===== src/ufc_pkg.sv =====
package ufc_pkg;
	// register offsets
	localparam logic [7:0] OFF_RESUME_ONE  = 8'h0b;
	localparam logic [7:0] OFF_RESUME_TWO  = 8'h0c;
	localparam logic [7:0] OFF_PAUSE_ONE   = 8'h0d;
	localparam logic [7:0] OFF_PAUSE_TWO   = 8'h0e;
	localparam logic [7:0] OFF_ADV_STATUS  = 8'h0f;
	localparam logic [7:0] OFF_TX_IRQ_LVL  = 8'h10;
	localparam logic [7:0] OFF_RX_IRQ_LVL  = 8'h11;
	localparam logic [7:0] OFF_FLOW_LOW    = 8'h12;
	localparam logic [7:0] OFF_FLOW_HIGH   = 8'h13;
	localparam logic [7:0] OFF_PRESCALE    = 8'h14;
	localparam logic [7:0] OFF_RX_COUNT    = 8'h15;
	localparam logic [7:0] OFF_TX_COUNT    = 8'h16;
	// advanced status bit positions
	localparam int ADV_TERM_BIT    = 0;
	localparam int ADV_PAUSED_BIT  = 1;
	localparam int ADV_XONOFF_BIT  = 2;
	localparam int ADV_SPECIAL_BIT = 3;
	// enhanced feature control bit positions
	localparam int EFC_INBAND_LSB  = 2;
	localparam int EFC_ENHANCED    = 4;
	localparam int EFC_SPECIAL_EN  = 5;
	localparam int EFC_AUTO_RTS    = 6;
	// in-band transmit modes
	localparam logic [1:0] INBAND_OFF  = 2'b00;
	localparam logic [1:0] INBAND_TWO  = 2'b01;
	localparam logic [1:0] INBAND_ONE  = 2'b10;
	// prescale field layout
	localparam int PRE_N_LSB = 0;
	localparam int PRE_M_LSB = 4;
	// oversample divisor mapping
	localparam logic [3:0] OVS_CODE_MAX  = 4'hc;
	localparam logic [4:0] OVS_DIV_BASE  = 5'h10;
	localparam logic [3:0] OVS_FIELD_MSK = 4'hf;
	// reset values
	localparam logic [7:0] RST_BYTE = 8'h00;
	localparam logic [3:0] RST_NIB  = 4'h0;
	localparam logic [7:0] RD_IDLE  = 8'h00;
endpackage


===== src/ufc_regs.sv =====
// Behaviour
// - four resume/pause char registers, reset zero
// - status bit0 shows remote terminate condition
// - status bit1 shows pause or RTS stop sent
// - status bit2 resume/pause char seen, read-clear
// - status bit3 special char seen, read-clear
// - detect flags reported as level six interrupt
// - transmit interrupt trigger level register
// - receive interrupt trigger level register
// - low flow threshold releases stopped sender
// - high flow threshold stops remote sender
// - prescale low nibble holds N factor
// - offset 15h muxes rx or line-status count
// - rx count shows receive FIFO entries
// - line-status count shows queue entries
// - offset 16h muxes tx count or oversample
// - tx count shows transmit FIFO entries
// - oversample code maps 16 down to 4
// - auto RTS stops high, releases below low
// - in-band pause/resume inserted on fill crossing
module ufc_regs #(
	parameter int ADDR_W = 8 // register address width
) (
	input  wire logic              ref_clk,
	input  wire logic              rst_n,
	input  wire logic [ADDR_W-1:0] reg_addr,
	input  wire logic [7:0]        reg_wdata,
	input  wire logic              reg_wr,
	input  wire logic              reg_rd,
	output logic      [7:0]        reg_rdata,
	input  wire logic [7:0]        enhanced_feature_ctrl,
	input  wire logic              rx_count_select,
	input  wire logic              tx_count_select,
	input  wire logic [7:0]        rx_fill_level,
	input  wire logic [7:0]        line_status_fill,
	input  wire logic [7:0]        tx_fill_level,
	input  wire logic              rx_char_valid,
	input  wire logic [7:0]        rx_char,
	input  wire logic              remote_terminate,
	input  wire logic              pause_special_irq_en,
	input  wire logic              rts_request_n,
	input  wire logic              flow_char_ready,
	output logic                   flow_char_valid,
	output logic      [7:0]        flow_char,
	output logic                   rts_n,
	output logic                   irq_level6,
	output logic                   tx_irq,
	output logic                   rx_irq,
	output logic      [3:0]        prescale_n_factor,
	output logic      [3:0]        prescale_m_factor,
	output logic      [4:0]        oversample_divisor
);
	import ufc_pkg::*;

	// the offsets need five address bits at least; refused while elaborating
	if (ADDR_W < 5 || ADDR_W > 16)
	begin : g_addr_w_check
		$error("ufc_regs: ADDR_W must lie in 5..16");
	end

	// whole state of the block
	typedef struct packed {
		logic [3:0][7:0] chars;       // resume one, two, pause one, two
		logic [7:0]      tx_lvl;      // transmit trigger level
		logic [7:0]      rx_lvl;      // receive trigger level
		logic [7:0]      flow_low;    // release threshold
		logic [7:0]      flow_high;   // stop threshold
		logic [7:0]      prescale;    // M and N factors
		logic [3:0]      ovs_code;    // oversample select code
		logic            det_xonoff;  // resume/pause seen
		logic            det_special; // special char seen
		logic            rts_stop;    // auto RTS holding sender off
		logic            rts_pin;     // registered RTS level
		logic            paused;      // last inserted char was pause
		logic            pend_valid;  // flow char waiting for transmitter
		logic            pend_pause;  // waiting char is a pause
		logic [7:0]      pend_char;   // waiting char value
		logic [7:0]      rdata;       // read data, one cycle
	} ufc_state_t;

	ufc_state_t st;      // registered state
	ufc_state_t next_st; // next state

	// decoded feature controls
	logic       enhanced;   // enhanced mode on
	logic       auto_rts;   // automatic RTS active
	logic [1:0] inband;     // in-band transmit mode
	logic       inband_on;  // in-band flow active
	logic       xonoff_hit; // received char matches a flow char
	logic       special_hit;// received char matches a pause char
	logic       adv_read;   // status register being read
	logic       hold_off;   // sender held off by this device
	logic [7:0] sel_pause;  // pause char of current mode
	logic [7:0] sel_resume; // resume char of current mode

	// address compare against a byte offset
	function automatic logic at(input logic [ADDR_W-1:0] a, input logic [7:0] off);
		at = (a == ADDR_W'(off));
	endfunction

	// feature decode and receive comparators
	always_comb
	begin
		enhanced    = enhanced_feature_ctrl[EFC_ENHANCED];
		auto_rts    = enhanced & enhanced_feature_ctrl[EFC_AUTO_RTS];
		inband      = enhanced_feature_ctrl[EFC_INBAND_LSB +: 2];
		// reserved mode 11b acts as disabled
		inband_on   = enhanced & ((inband == INBAND_TWO) | (inband == INBAND_ONE));
		sel_pause   = (inband == INBAND_TWO) ? st.chars[3] : st.chars[2];
		sel_resume  = (inband == INBAND_TWO) ? st.chars[1] : st.chars[0];
		// any of the four flow chars counts as resume/pause seen
		xonoff_hit  = rx_char_valid & enhanced & ((rx_char == st.chars[0]) | (rx_char == st.chars[1]) |
			(rx_char == st.chars[2]) | (rx_char == st.chars[3]));
		// special detection compares against the pause chars only
		special_hit = rx_char_valid & enhanced & enhanced_feature_ctrl[EFC_SPECIAL_EN] &
			((rx_char == st.chars[2]) | (rx_char == st.chars[3]));
		adv_read    = reg_rd & at(reg_addr, OFF_ADV_STATUS);
		hold_off    = (auto_rts & st.rts_stop) | (inband_on & st.paused);
	end

	// next-state logic
	always_comb
	begin
		next_st       = st;
		next_st.rdata = RD_IDLE;

		// register writes; read-only offsets ignore them
		if (reg_wr)
		begin
			if (at(reg_addr, OFF_RESUME_ONE))
				next_st.chars[0] = reg_wdata;
			if (at(reg_addr, OFF_RESUME_TWO))
				next_st.chars[1] = reg_wdata;
			if (at(reg_addr, OFF_PAUSE_ONE))
				next_st.chars[2] = reg_wdata;
			if (at(reg_addr, OFF_PAUSE_TWO))
				next_st.chars[3] = reg_wdata;
			if (at(reg_addr, OFF_TX_IRQ_LVL))
				next_st.tx_lvl = reg_wdata;
			if (at(reg_addr, OFF_RX_IRQ_LVL))
				next_st.rx_lvl = reg_wdata;
			if (at(reg_addr, OFF_FLOW_LOW))
				next_st.flow_low = reg_wdata;
			if (at(reg_addr, OFF_FLOW_HIGH))
				next_st.flow_high = reg_wdata;
			if (at(reg_addr, OFF_PRESCALE))
				next_st.prescale = reg_wdata;
			// oversample register only while the count is not selected
			if (at(reg_addr, OFF_TX_COUNT) && !tx_count_select)
				next_st.ovs_code = reg_wdata[3:0] & OVS_FIELD_MSK;
		end

		// read mux, data stand in the following cycle only
		if (reg_rd)
		begin
			if (at(reg_addr, OFF_RESUME_ONE))
				next_st.rdata = st.chars[0];
			else if (at(reg_addr, OFF_RESUME_TWO))
				next_st.rdata = st.chars[1];
			else if (at(reg_addr, OFF_PAUSE_ONE))
				next_st.rdata = st.chars[2];
			else if (at(reg_addr, OFF_PAUSE_TWO))
				next_st.rdata = st.chars[3];
			else if (at(reg_addr, OFF_ADV_STATUS))
			begin
				// reserved upper nibble reads zero
				next_st.rdata[ADV_TERM_BIT]    = remote_terminate;
				next_st.rdata[ADV_PAUSED_BIT]  = hold_off;
				next_st.rdata[ADV_XONOFF_BIT]  = st.det_xonoff;
				next_st.rdata[ADV_SPECIAL_BIT] = st.det_special;
			end
			else if (at(reg_addr, OFF_TX_IRQ_LVL))
				next_st.rdata = st.tx_lvl;
			else if (at(reg_addr, OFF_RX_IRQ_LVL))
				next_st.rdata = st.rx_lvl;
			else if (at(reg_addr, OFF_FLOW_LOW))
				next_st.rdata = st.flow_low;
			else if (at(reg_addr, OFF_FLOW_HIGH))
				next_st.rdata = st.flow_high;
			else if (at(reg_addr, OFF_PRESCALE))
				next_st.rdata = st.prescale;
			else if (at(reg_addr, OFF_RX_COUNT))
				next_st.rdata = rx_count_select ? rx_fill_level : line_status_fill;
			else if (at(reg_addr, OFF_TX_COUNT))
				next_st.rdata = tx_count_select ? tx_fill_level : {RST_NIB, st.ovs_code};
			else
				next_st.rdata = RD_IDLE; // unmapped reads zero
		end

		// detect flags: a hit in the clearing read wins over the clear
		if (adv_read)
		begin
			next_st.det_xonoff  = 1'b0;
			next_st.det_special = 1'b0;
		end
		if (xonoff_hit)
			next_st.det_xonoff = 1'b1;
		if (special_hit)
			next_st.det_special = 1'b1;

		// auto RTS hysteresis between the two thresholds
		if (!auto_rts)
			next_st.rts_stop = 1'b0;
		else if (rx_fill_level >= st.flow_high)
			next_st.rts_stop = 1'b1;
		else if (rx_fill_level < st.flow_low)
			next_st.rts_stop = 1'b0;
		// auto RTS: inactive high while stopping, active low otherwise; without auto RTS the software level
		next_st.rts_pin = auto_rts ? next_st.rts_stop : rts_request_n;

		// in-band insertion: hand one char at a time to the transmitter
		if (st.pend_valid && flow_char_ready)
		begin
			next_st.pend_valid = 1'b0;
			next_st.paused     = st.pend_pause;
		end
		else if (!st.pend_valid && inband_on)
		begin
			if (!st.paused && rx_fill_level > st.flow_high)
			begin
				next_st.pend_valid = 1'b1;
				next_st.pend_pause = 1'b1;
				next_st.pend_char  = sel_pause;
			end
			else if (st.paused && rx_fill_level < st.flow_low)
			begin
				next_st.pend_valid = 1'b1;
				next_st.pend_pause = 1'b0;
				next_st.pend_char  = sel_resume;
			end
		end
		// leaving in-band mode forgets the pause
		if (!inband_on && !st.pend_valid)
			next_st.paused = 1'b0;
	end

	// state register, synchronous reset
	always_ff @(posedge ref_clk)
	begin
		if (!rst_n)
		begin
			st             <= '0;
			st.chars       <= {4{RST_BYTE}};
			st.tx_lvl      <= RST_BYTE;
			st.rx_lvl      <= RST_BYTE;
			st.flow_low    <= RST_BYTE;
			st.flow_high   <= RST_BYTE;
			st.prescale    <= RST_BYTE;
			st.ovs_code    <= RST_NIB;
			st.rts_pin     <= 1'b1;          // safe idle: sender held off
		end
		else
			st <= next_st;
	end

	// outputs
	always_comb
	begin
		reg_rdata         = st.rdata;
		flow_char_valid   = st.pend_valid;
		flow_char         = st.pend_char;
		rts_n             = st.rts_pin;
		irq_level6        = pause_special_irq_en & (st.det_xonoff | st.det_special);
		tx_irq            = (tx_fill_level <= st.tx_lvl);
		rx_irq            = (rx_fill_level >= st.rx_lvl);
		prescale_n_factor = st.prescale[PRE_N_LSB +: 4];
		// M outside 0..2 passes through unchecked
		prescale_m_factor = st.prescale[PRE_M_LSB +: 4];
		// reserved codes fall back to the widest divisor
		if (st.ovs_code <= OVS_CODE_MAX)
			oversample_divisor = OVS_DIV_BASE - {1'b0, st.ovs_code};
		else
			oversample_divisor = OVS_DIV_BASE;
	end

	// assertions
	a_char_readback: assert property (@(posedge ref_clk) disable iff (!rst_n)
		(reg_wr && at(reg_addr, OFF_PAUSE_TWO)) ##1 (reg_rd && at(reg_addr, OFF_PAUSE_TWO) && !reg_wr)
		|=> (reg_rdata == $past(reg_wdata, 2)))
		else $error("pause char two readback wrong");

	a_term_bit: assert property (@(posedge ref_clk) disable iff (!rst_n)
		adv_read |=> (reg_rdata[ADV_TERM_BIT] == $past(remote_terminate)))
		else $error("terminate bit wrong");

	a_hold_bit: assert property (@(posedge ref_clk) disable iff (!rst_n)
		(adv_read && auto_rts && st.rts_stop) |=> reg_rdata[ADV_PAUSED_BIT])
		else $error("hold-off bit not shown");

	a_xonoff_clear: assert property (@(posedge ref_clk) disable iff (!rst_n)
		(adv_read && !xonoff_hit) |=> !st.det_xonoff)
		else $error("resume/pause detect not cleared by read");

	a_special_set: assert property (@(posedge ref_clk) disable iff (!rst_n)
		special_hit |=> (st.det_special && (irq_level6 == pause_special_irq_en || $changed(pause_special_irq_en))))
		else $error("special detect not set");

	a_irq_six: assert property (@(posedge ref_clk) disable iff (!rst_n)
		(xonoff_hit && pause_special_irq_en) ##1 pause_special_irq_en |-> irq_level6)
		else $error("level six interrupt missing after detection");

	a_count_mux: assert property (@(posedge ref_clk) disable iff (!rst_n)
		(reg_rd && at(reg_addr, OFF_RX_COUNT))
		|=> (reg_rdata == ($past(rx_count_select) ? $past(rx_fill_level) : $past(line_status_fill))))
		else $error("offset 15h read wrong");

	a_rts_stop: assert property (@(posedge ref_clk) disable iff (!rst_n)
		(auto_rts && rx_fill_level >= st.flow_high) |=> rts_n)
		else $error("rts not forced inactive at high threshold");

	a_divisor_map: assert property (@(posedge ref_clk) disable iff (!rst_n)
		(st.ovs_code == 4'h3) |-> (oversample_divisor == 5'h0d))
		else $error("oversample divisor mapping wrong");

	a_inband_pause: assert property (@(posedge ref_clk) disable iff (!rst_n)
		(inband_on && !st.pend_valid && !st.paused && rx_fill_level > st.flow_high)
		|=> (flow_char_valid && flow_char == $past(sel_pause)))
		else $error("pause char not offered");

	// a new trigger level takes effect on the very next comparison
	a_tx_trigger: assert property (@(posedge ref_clk) disable iff (!rst_n)
		(reg_wr && at(reg_addr, OFF_TX_IRQ_LVL)) |=> (tx_irq == (tx_fill_level <= $past(reg_wdata))))
		else $error("tx interrupt does not follow new trigger level");

	// receive side mirrors the transmit check
	a_rx_trigger: assert property (@(posedge ref_clk) disable iff (!rst_n)
		(reg_wr && at(reg_addr, OFF_RX_IRQ_LVL)) |=> (rx_irq == (rx_fill_level >= $past(reg_wdata))))
		else $error("rx interrupt does not follow new trigger level");

	// any of the four flow chars raises the detect flag
	a_xonoff_set: assert property (@(posedge ref_clk) disable iff (!rst_n)
		xonoff_hit |=> st.det_xonoff)
		else $error("resume/pause detect not set");

	// between the thresholds a stop already made stands
	a_low_hold: assert property (@(posedge ref_clk) disable iff (!rst_n)
		(auto_rts && st.rts_stop && rx_fill_level >= st.flow_low) |=> rts_n)
		else $error("rts released above low threshold");

	// release only when fill is below both levels; a crossed pair keeps stopping
	a_rts_release: assert property (@(posedge ref_clk) disable iff (!rst_n)
		(auto_rts && rx_fill_level < st.flow_low && rx_fill_level < st.flow_high) |=> !rts_n)
		else $error("rts not released below low threshold");

	// resume goes out once the fill has drained past the low level
	a_resume_offer: assert property (@(posedge ref_clk) disable iff (!rst_n)
		(inband_on && !st.pend_valid && st.paused && rx_fill_level < st.flow_low)
		|=> (flow_char_valid && flow_char == $past(sel_resume)))
		else $error("resume char not offered");

	// the transmitter may stall; the offered char must not move meanwhile
	a_offer_held: assert property (@(posedge ref_clk) disable iff (!rst_n)
		(flow_char_valid && !flow_char_ready) |=> (flow_char_valid && $stable(flow_char)))
		else $error("flow char dropped or changed before acceptance");

	// the N field reaches the baud logic one cycle after the write
	a_prescale_n: assert property (@(posedge ref_clk) disable iff (!rst_n)
		(reg_wr && at(reg_addr, OFF_PRESCALE)) |=> (prescale_n_factor == $past(reg_wdata[3:0])))
		else $error("prescale N factor not taken");

	// with the count selected the sample-clock code is shielded from writes
	a_ovs_drop: assert property (@(posedge ref_clk) disable iff (!rst_n)
		(reg_wr && at(reg_addr, OFF_TX_COUNT) && tx_count_select) |=> $stable(st.ovs_code))
		else $error("oversample code written while count selected");

	// transmit count read back through the shared offset
	a_tx_count: assert property (@(posedge ref_clk) disable iff (!rst_n)
		(reg_rd && at(reg_addr, OFF_TX_COUNT) && tx_count_select) |=> (reg_rdata == $past(tx_fill_level)))
		else $error("tx count read wrong");

	// receive count read back through the shared offset
	a_rx_count: assert property (@(posedge ref_clk) disable iff (!rst_n)
		(reg_rd && at(reg_addr, OFF_RX_COUNT) && rx_count_select) |=> (reg_rdata == $past(rx_fill_level)))
		else $error("rx count read wrong");
endmodule


===== config.mk =====
export PLATFORM = sky130hd
export DESIGN_NAME = ufc_regs
export DESIGN_NICKNAME = d
export VERILOG_FILES = /design/src/ufc_pkg.sv /design/src/ufc_regs.sv
export SDC_FILE = /design/constraint.sdc
export NUM_CORES = 1
export LEC_CHECK = 0
export ABC_AREA = 1
export ABC_CLOCK_PERIOD_IN_PS = 2000
export BUFFER_PORTS_ARGS = -buffer_cell sky130_fd_sc_hd__buf_4
export CORE_MARGIN = 2
export CORE_UTILIZATION = 38
export CTS_CLUSTER_SIZE = 14
export DETAILED_ROUTE_END_ITERATION = 12
export PLACE_DENSITY = 0.66
export SLEW_MARGIN = 20
export SYNTH_ARGS = -nofsm -noshare
export SYNTH_HDL_FRONTEND = slang
export SYNTH_SLANG_ARGS = --single-unit

===== constraint.sdc =====
create_clock -name ref_clk -period 2 [get_ports ref_clk]
set_input_delay 0.3 -clock ref_clk [delete_from_list [all_inputs] [get_ports ref_clk]]
set_output_delay 0.3 -clock ref_clk [all_outputs]
set_load 0.01 [all_outputs]

==> flow_metrics.py <==
metrics = {
    "outcome": {
        "outcome": "finished, violations left",
        "violations": "setup timing",
    },
    "yosys": {
        "synthTopCellsByArea": "dfxtp_1, nand2_1, o21ai_0",
        "ys_ff_latch": 99,
        "synth_area_mm2": 0.006243,
        "synthCells": 945,
        "post_synth.cell_area_avg_um2": 6.607,
        "yosys.cell_types.count": 36,
        "yosys_warnings": 0,
        "synth_area_leader_cell": "dfxtp_1",
        "ys_seq_area_frac": 0.3174,
        "synth_top_area_share": 0.3174,
        "synth_fp_nets": 1045,
    },
    "drt": {
        "met3_length_um": 1698,
        "drt_first_pass_iters": 5,
        "drt_wl_total_um": 19980,
        "drt-met1-wl_um": 9161,
        "wl_met2_um": 8411,
        "route.detailed.drc": 0,
        "avgRoutedWirePerCell_um": 15.96,
        "top_layer": "met4",
        "final_antenna_net_count": 0,
        "vias": 6429,
        "drt-vias-per-instance": 5.135,
        "drtIter0Drc": 680,
    },
    "worst_setup_path": {
        "rr_endpoint": "flow_char[6]$_SDFFE_PN0P_",
        "path_common_cell": "o21ai_1",
        "path_delay_family": "compound AO/OA/AOI/OAI gates",
        "cp_cell_sequence": "inv_2 > ha_4 > a21boi_2 > o21a_1 > o21ai_1 > nand2_1 > a31oi_1 > o21ai_1 > buf_4",
        "critical_path_class": "reg2out",
        "r2r-start": "st[50]$_SDFFE_PN0P_",
        "r2r.worst_path.cells": 9,
        "rrSetupSlack_ps": 150,
        "cp_max_fo": 2,
        "cp-start-kind": "register",
        "crit_path_top_delay_cell": "dfxtp_2",
        "arrival_ps": 1830,
        "end_kind": "output pin",
        "critPathRequiredTime_ps": 1700,
        "max_stage_delay_ps": 330,
        "cp_num_buf_inv": 2,
    },
    "worst_hold_path": {
        "min_from": "rts_request_n",
        "hold_class": "in2reg",
        "hold_path_end": "rts_n$_SDFF_PN1_",
        "hold_depth": 3,
    },
    "place": {
        "port_buffers": 97,
        "place_inst": 1230,
        "dpl-instance-area_mm2": 0.007173,
        "hpwl_um": 14600,
        "place.gp.congestion": 0.9546,
    },
    "final_layout": {
        "stdcell_area_mm2": 0.007691,
        "multi_input_area_mm2": 0.003577,
        "regArea_mm2": 0.001992,
        "area_growth_pct": 23.19,
        "fin_util": 0.4807,
        "nets": 1131,
        "fin_cells": 1252,
        "layout-drive-gt1-share": 0.2114,
        "fillers": 1688,
        "antenna_cells": 0,
    },
    "global_routing": {
        "grt_pass1_wl_um": 31330,
        "antenna_found_initial": 0,
        "grt-ovfl-total": 0,
        "grt_max_degree": 48,
        "grtUsageTotal": 0.2261,
        "grt_pass1_vias": 6037,
    },
    "clock_network": {
        "cts_tree": "done",
        "htreeDepth": 3,
        "clk_pin_slew_ps": 70,
        "insertion_delay_ps": 350,
        "cts_buffers": 9,
        "cts.sinks": 99,
        "cts_root_buf": "clkbuf_16",
        "cts_buffer_depth": 2,
    },
    "pwr": {
        "power.internal_mw": 3.274,
        "combinationalPowerShare": 0.153,
        "p_leak_nw": 3.228,
        "clock_power_share": 0.396,
        "p_sw_frac": 0.2666,
        "p_total_mw": 4.465,
        "irDropWorstVdd_mv": 0.4221,
        "power_frac_seq": 0.450,
        "p_per_area_mw_per_mm2": 580.5,
        "p_sw_mw": 1.190,
    },
    "timing": {
        "min_period_over_period": 1.063,
        "finalHoldViolCount": 0,
        "finalWorstSetupSlack_ps": -125.9,
        "fin_skew_ps": 8.511,
        "maxSlewViolCount": 0,
        "tightestPinTransition_ps": 523.7,
        "layout_min_cycle_time_ps": 2126,
        "finalSetupViolCount": 2,
        "slew_headroom": 0.6500,
        "fmax_mhz": 470.4,
        "grt_setup_unrepaired": "yes",
    },
    "floorplanning": {
        "die_width_um": 132.2,
        "core_mm2": 0.01600,
        "die_h_um": 132.2,
        "ios": 101,
        "num_rows": 46,
        "start_util": 0.3902,
        "die_area_mm2": 0.01747,
    },
    "job": {
        "drv_cap": 0,
    },
}
[placed cells by master (no fill, tap or decap), types with 5 or more instances in the layout]
master and n:
nand2_1 173, buf_4 135, inv_1 118, o21ai_0 112, dfxtp_1 91, nor2_1 85, a21oi_1 82, nand3_1 35
ha_1 27, nand4_1 23, nor3_1 15, inv_2 15, xnor2_1 14, o21ai_1 11, clkbuf_16 9, dfxtp_2 8
o21a_1 7, nor2_2 7, xor2_1 6, ha_4 6, clkinv_2 6, a211oi_1 5, nand2_2 5
[what timing repair did]
item                                   4_1_cts  5_1_grt
pin swaps                                    7       17
hold buffers                                 0        0
setup endpoints to repair                    6       13
resized for setup                           16       42
setup buffers                                1        3
endpoints found under the hold margin        0        0
gates cloned                                 0        2
[layer usage]
metal | vias up | track usage
li1 | 3235 | -
met1 | 2871 | 0.3194
met2 | 270 | 0.3394
met3 | 53 | 0.03614
met4 | 0 | 0.09916
met5 | - | 0
[cells in the mapped netlist]
library cell and count:
a211oi_1 5, a21boi_0 1, a21o_1 1, a21oi_1 86, a31oi_1 1, buf_1 1
buf_2 14, buf_4 25, clkbuf_1 24, dfxtp_1 99, ha_1 33, inv_1 128
inv_2 6, nand2_1 176, nand2_2 4, nand3_1 36, nand3b_1 2, nand4_1 23
nand4_2 1, nor2_1 87, nor2_2 5, nor2_4 3, nor3_1 16, nor3_4 1
nor4_4 1, o2111ai_1 4, o211ai_1 4, o21a_1 7, o21ai_0 121, o21ai_1 5
o21ai_2 1, o21bai_1 1, o22ai_1 1, or2_2 2, xnor2_1 14, xor2_1 6
[tightest hold or removal path, stage by stage]
cell and delay, ps:
buf_4 80, a21oi_1 50, nand2_1 60
[sequential cells by signal, summed over array words and instances, names as in the netlist]
| register | flops |
|---|---|
| prescale_m_factor | 4 |
| reg_rdata | 8 |
| flow_char | 8 |
| prescale_n_factor | 4 |
| st | 73 |
| rts_n | 1 |
| flow_char_valid | 1 |
[per-stage QoR]
step | hold slack [ps] | worst slack, ps | TNS [ps]
floorplan | 424.4 | 283.5 | 0
global placement | 453.4 | -29.70 | -97.75
detailed placement | 467.0 | -51.28 | -211.7
CTS | 159.0 | -206.7 | -385.7
global route | 184.3 | -271.6 | -436.4
finish | 165.4 | -125.9 | -239.9
[cells by family (layout without fill, tap and decap cells)]
| kind of cell | count (synthesis) | in the layout | synth area share |
|---|---|---|---|
| xor+xnor | 20 | 20 | 0.02806 |
| flops | 99 | 99 | 0.3174 |
| simple gates | 357 | 358 | 0.2497 |
| fa+ha+maj | 33 | 33 | 0.06613 |
| buf+inv | 198 | 288 | 0.1369 |
| compound gates | 238 | 238 | 0.2018 |
[power groups by stage]
stage / clock network (mW) / registers (mW) / logic [mW]
2_1_floorplan: 0 / 2.05 / 0.340
3_3_place_gp: 0 / 2.05 / 0.619
3_5_place_dp: 0 / 2.05 / 0.626
4_1_cts: 1.80 / 2.01 / 0.639
5_1_grt: 1.87 / 2.01 / 0.760
6_report: 1.77 / 2.01 / 0.685
[worst max-delay path by stage]
stage	from	endpoint	slack, ps	cells after the start
global placement	rx_fill_level[7]	flow_char[7]$_SDFFE_PN0P_	-30	13
CTS	st[52]$_SDFFE_PN0P_	rx_irq	-210	9
global route	st[52]$_SDFFE_PN0P_	rx_irq	-270	9
floorplan	st[42]$_SDFFE_PN0P_	flow_char[2]$_SDFFE_PN0P_	280	13
detailed placement	rx_fill_level[7]	flow_char[1]$_SDFFE_PN0P_	-50	13
finish	st[52]$_SDFFE_PN0P_	rx_irq	-130	9
[cell type report]
type | count | share of cell area
multi-input cells | 649 | 0.4651
flip-flops and latches | 99 | 0.2590
repair buffers | 137 | 0.1358
inverters | 134 | 0.06605
well taps | 216 | 0.03514
clock buffers | 10 | 0.03107
clock inverters | 6 | 0.007158
repair inverters | 1 | 0.0006507
Note: power is estimated with default switching activity, not from simulation.
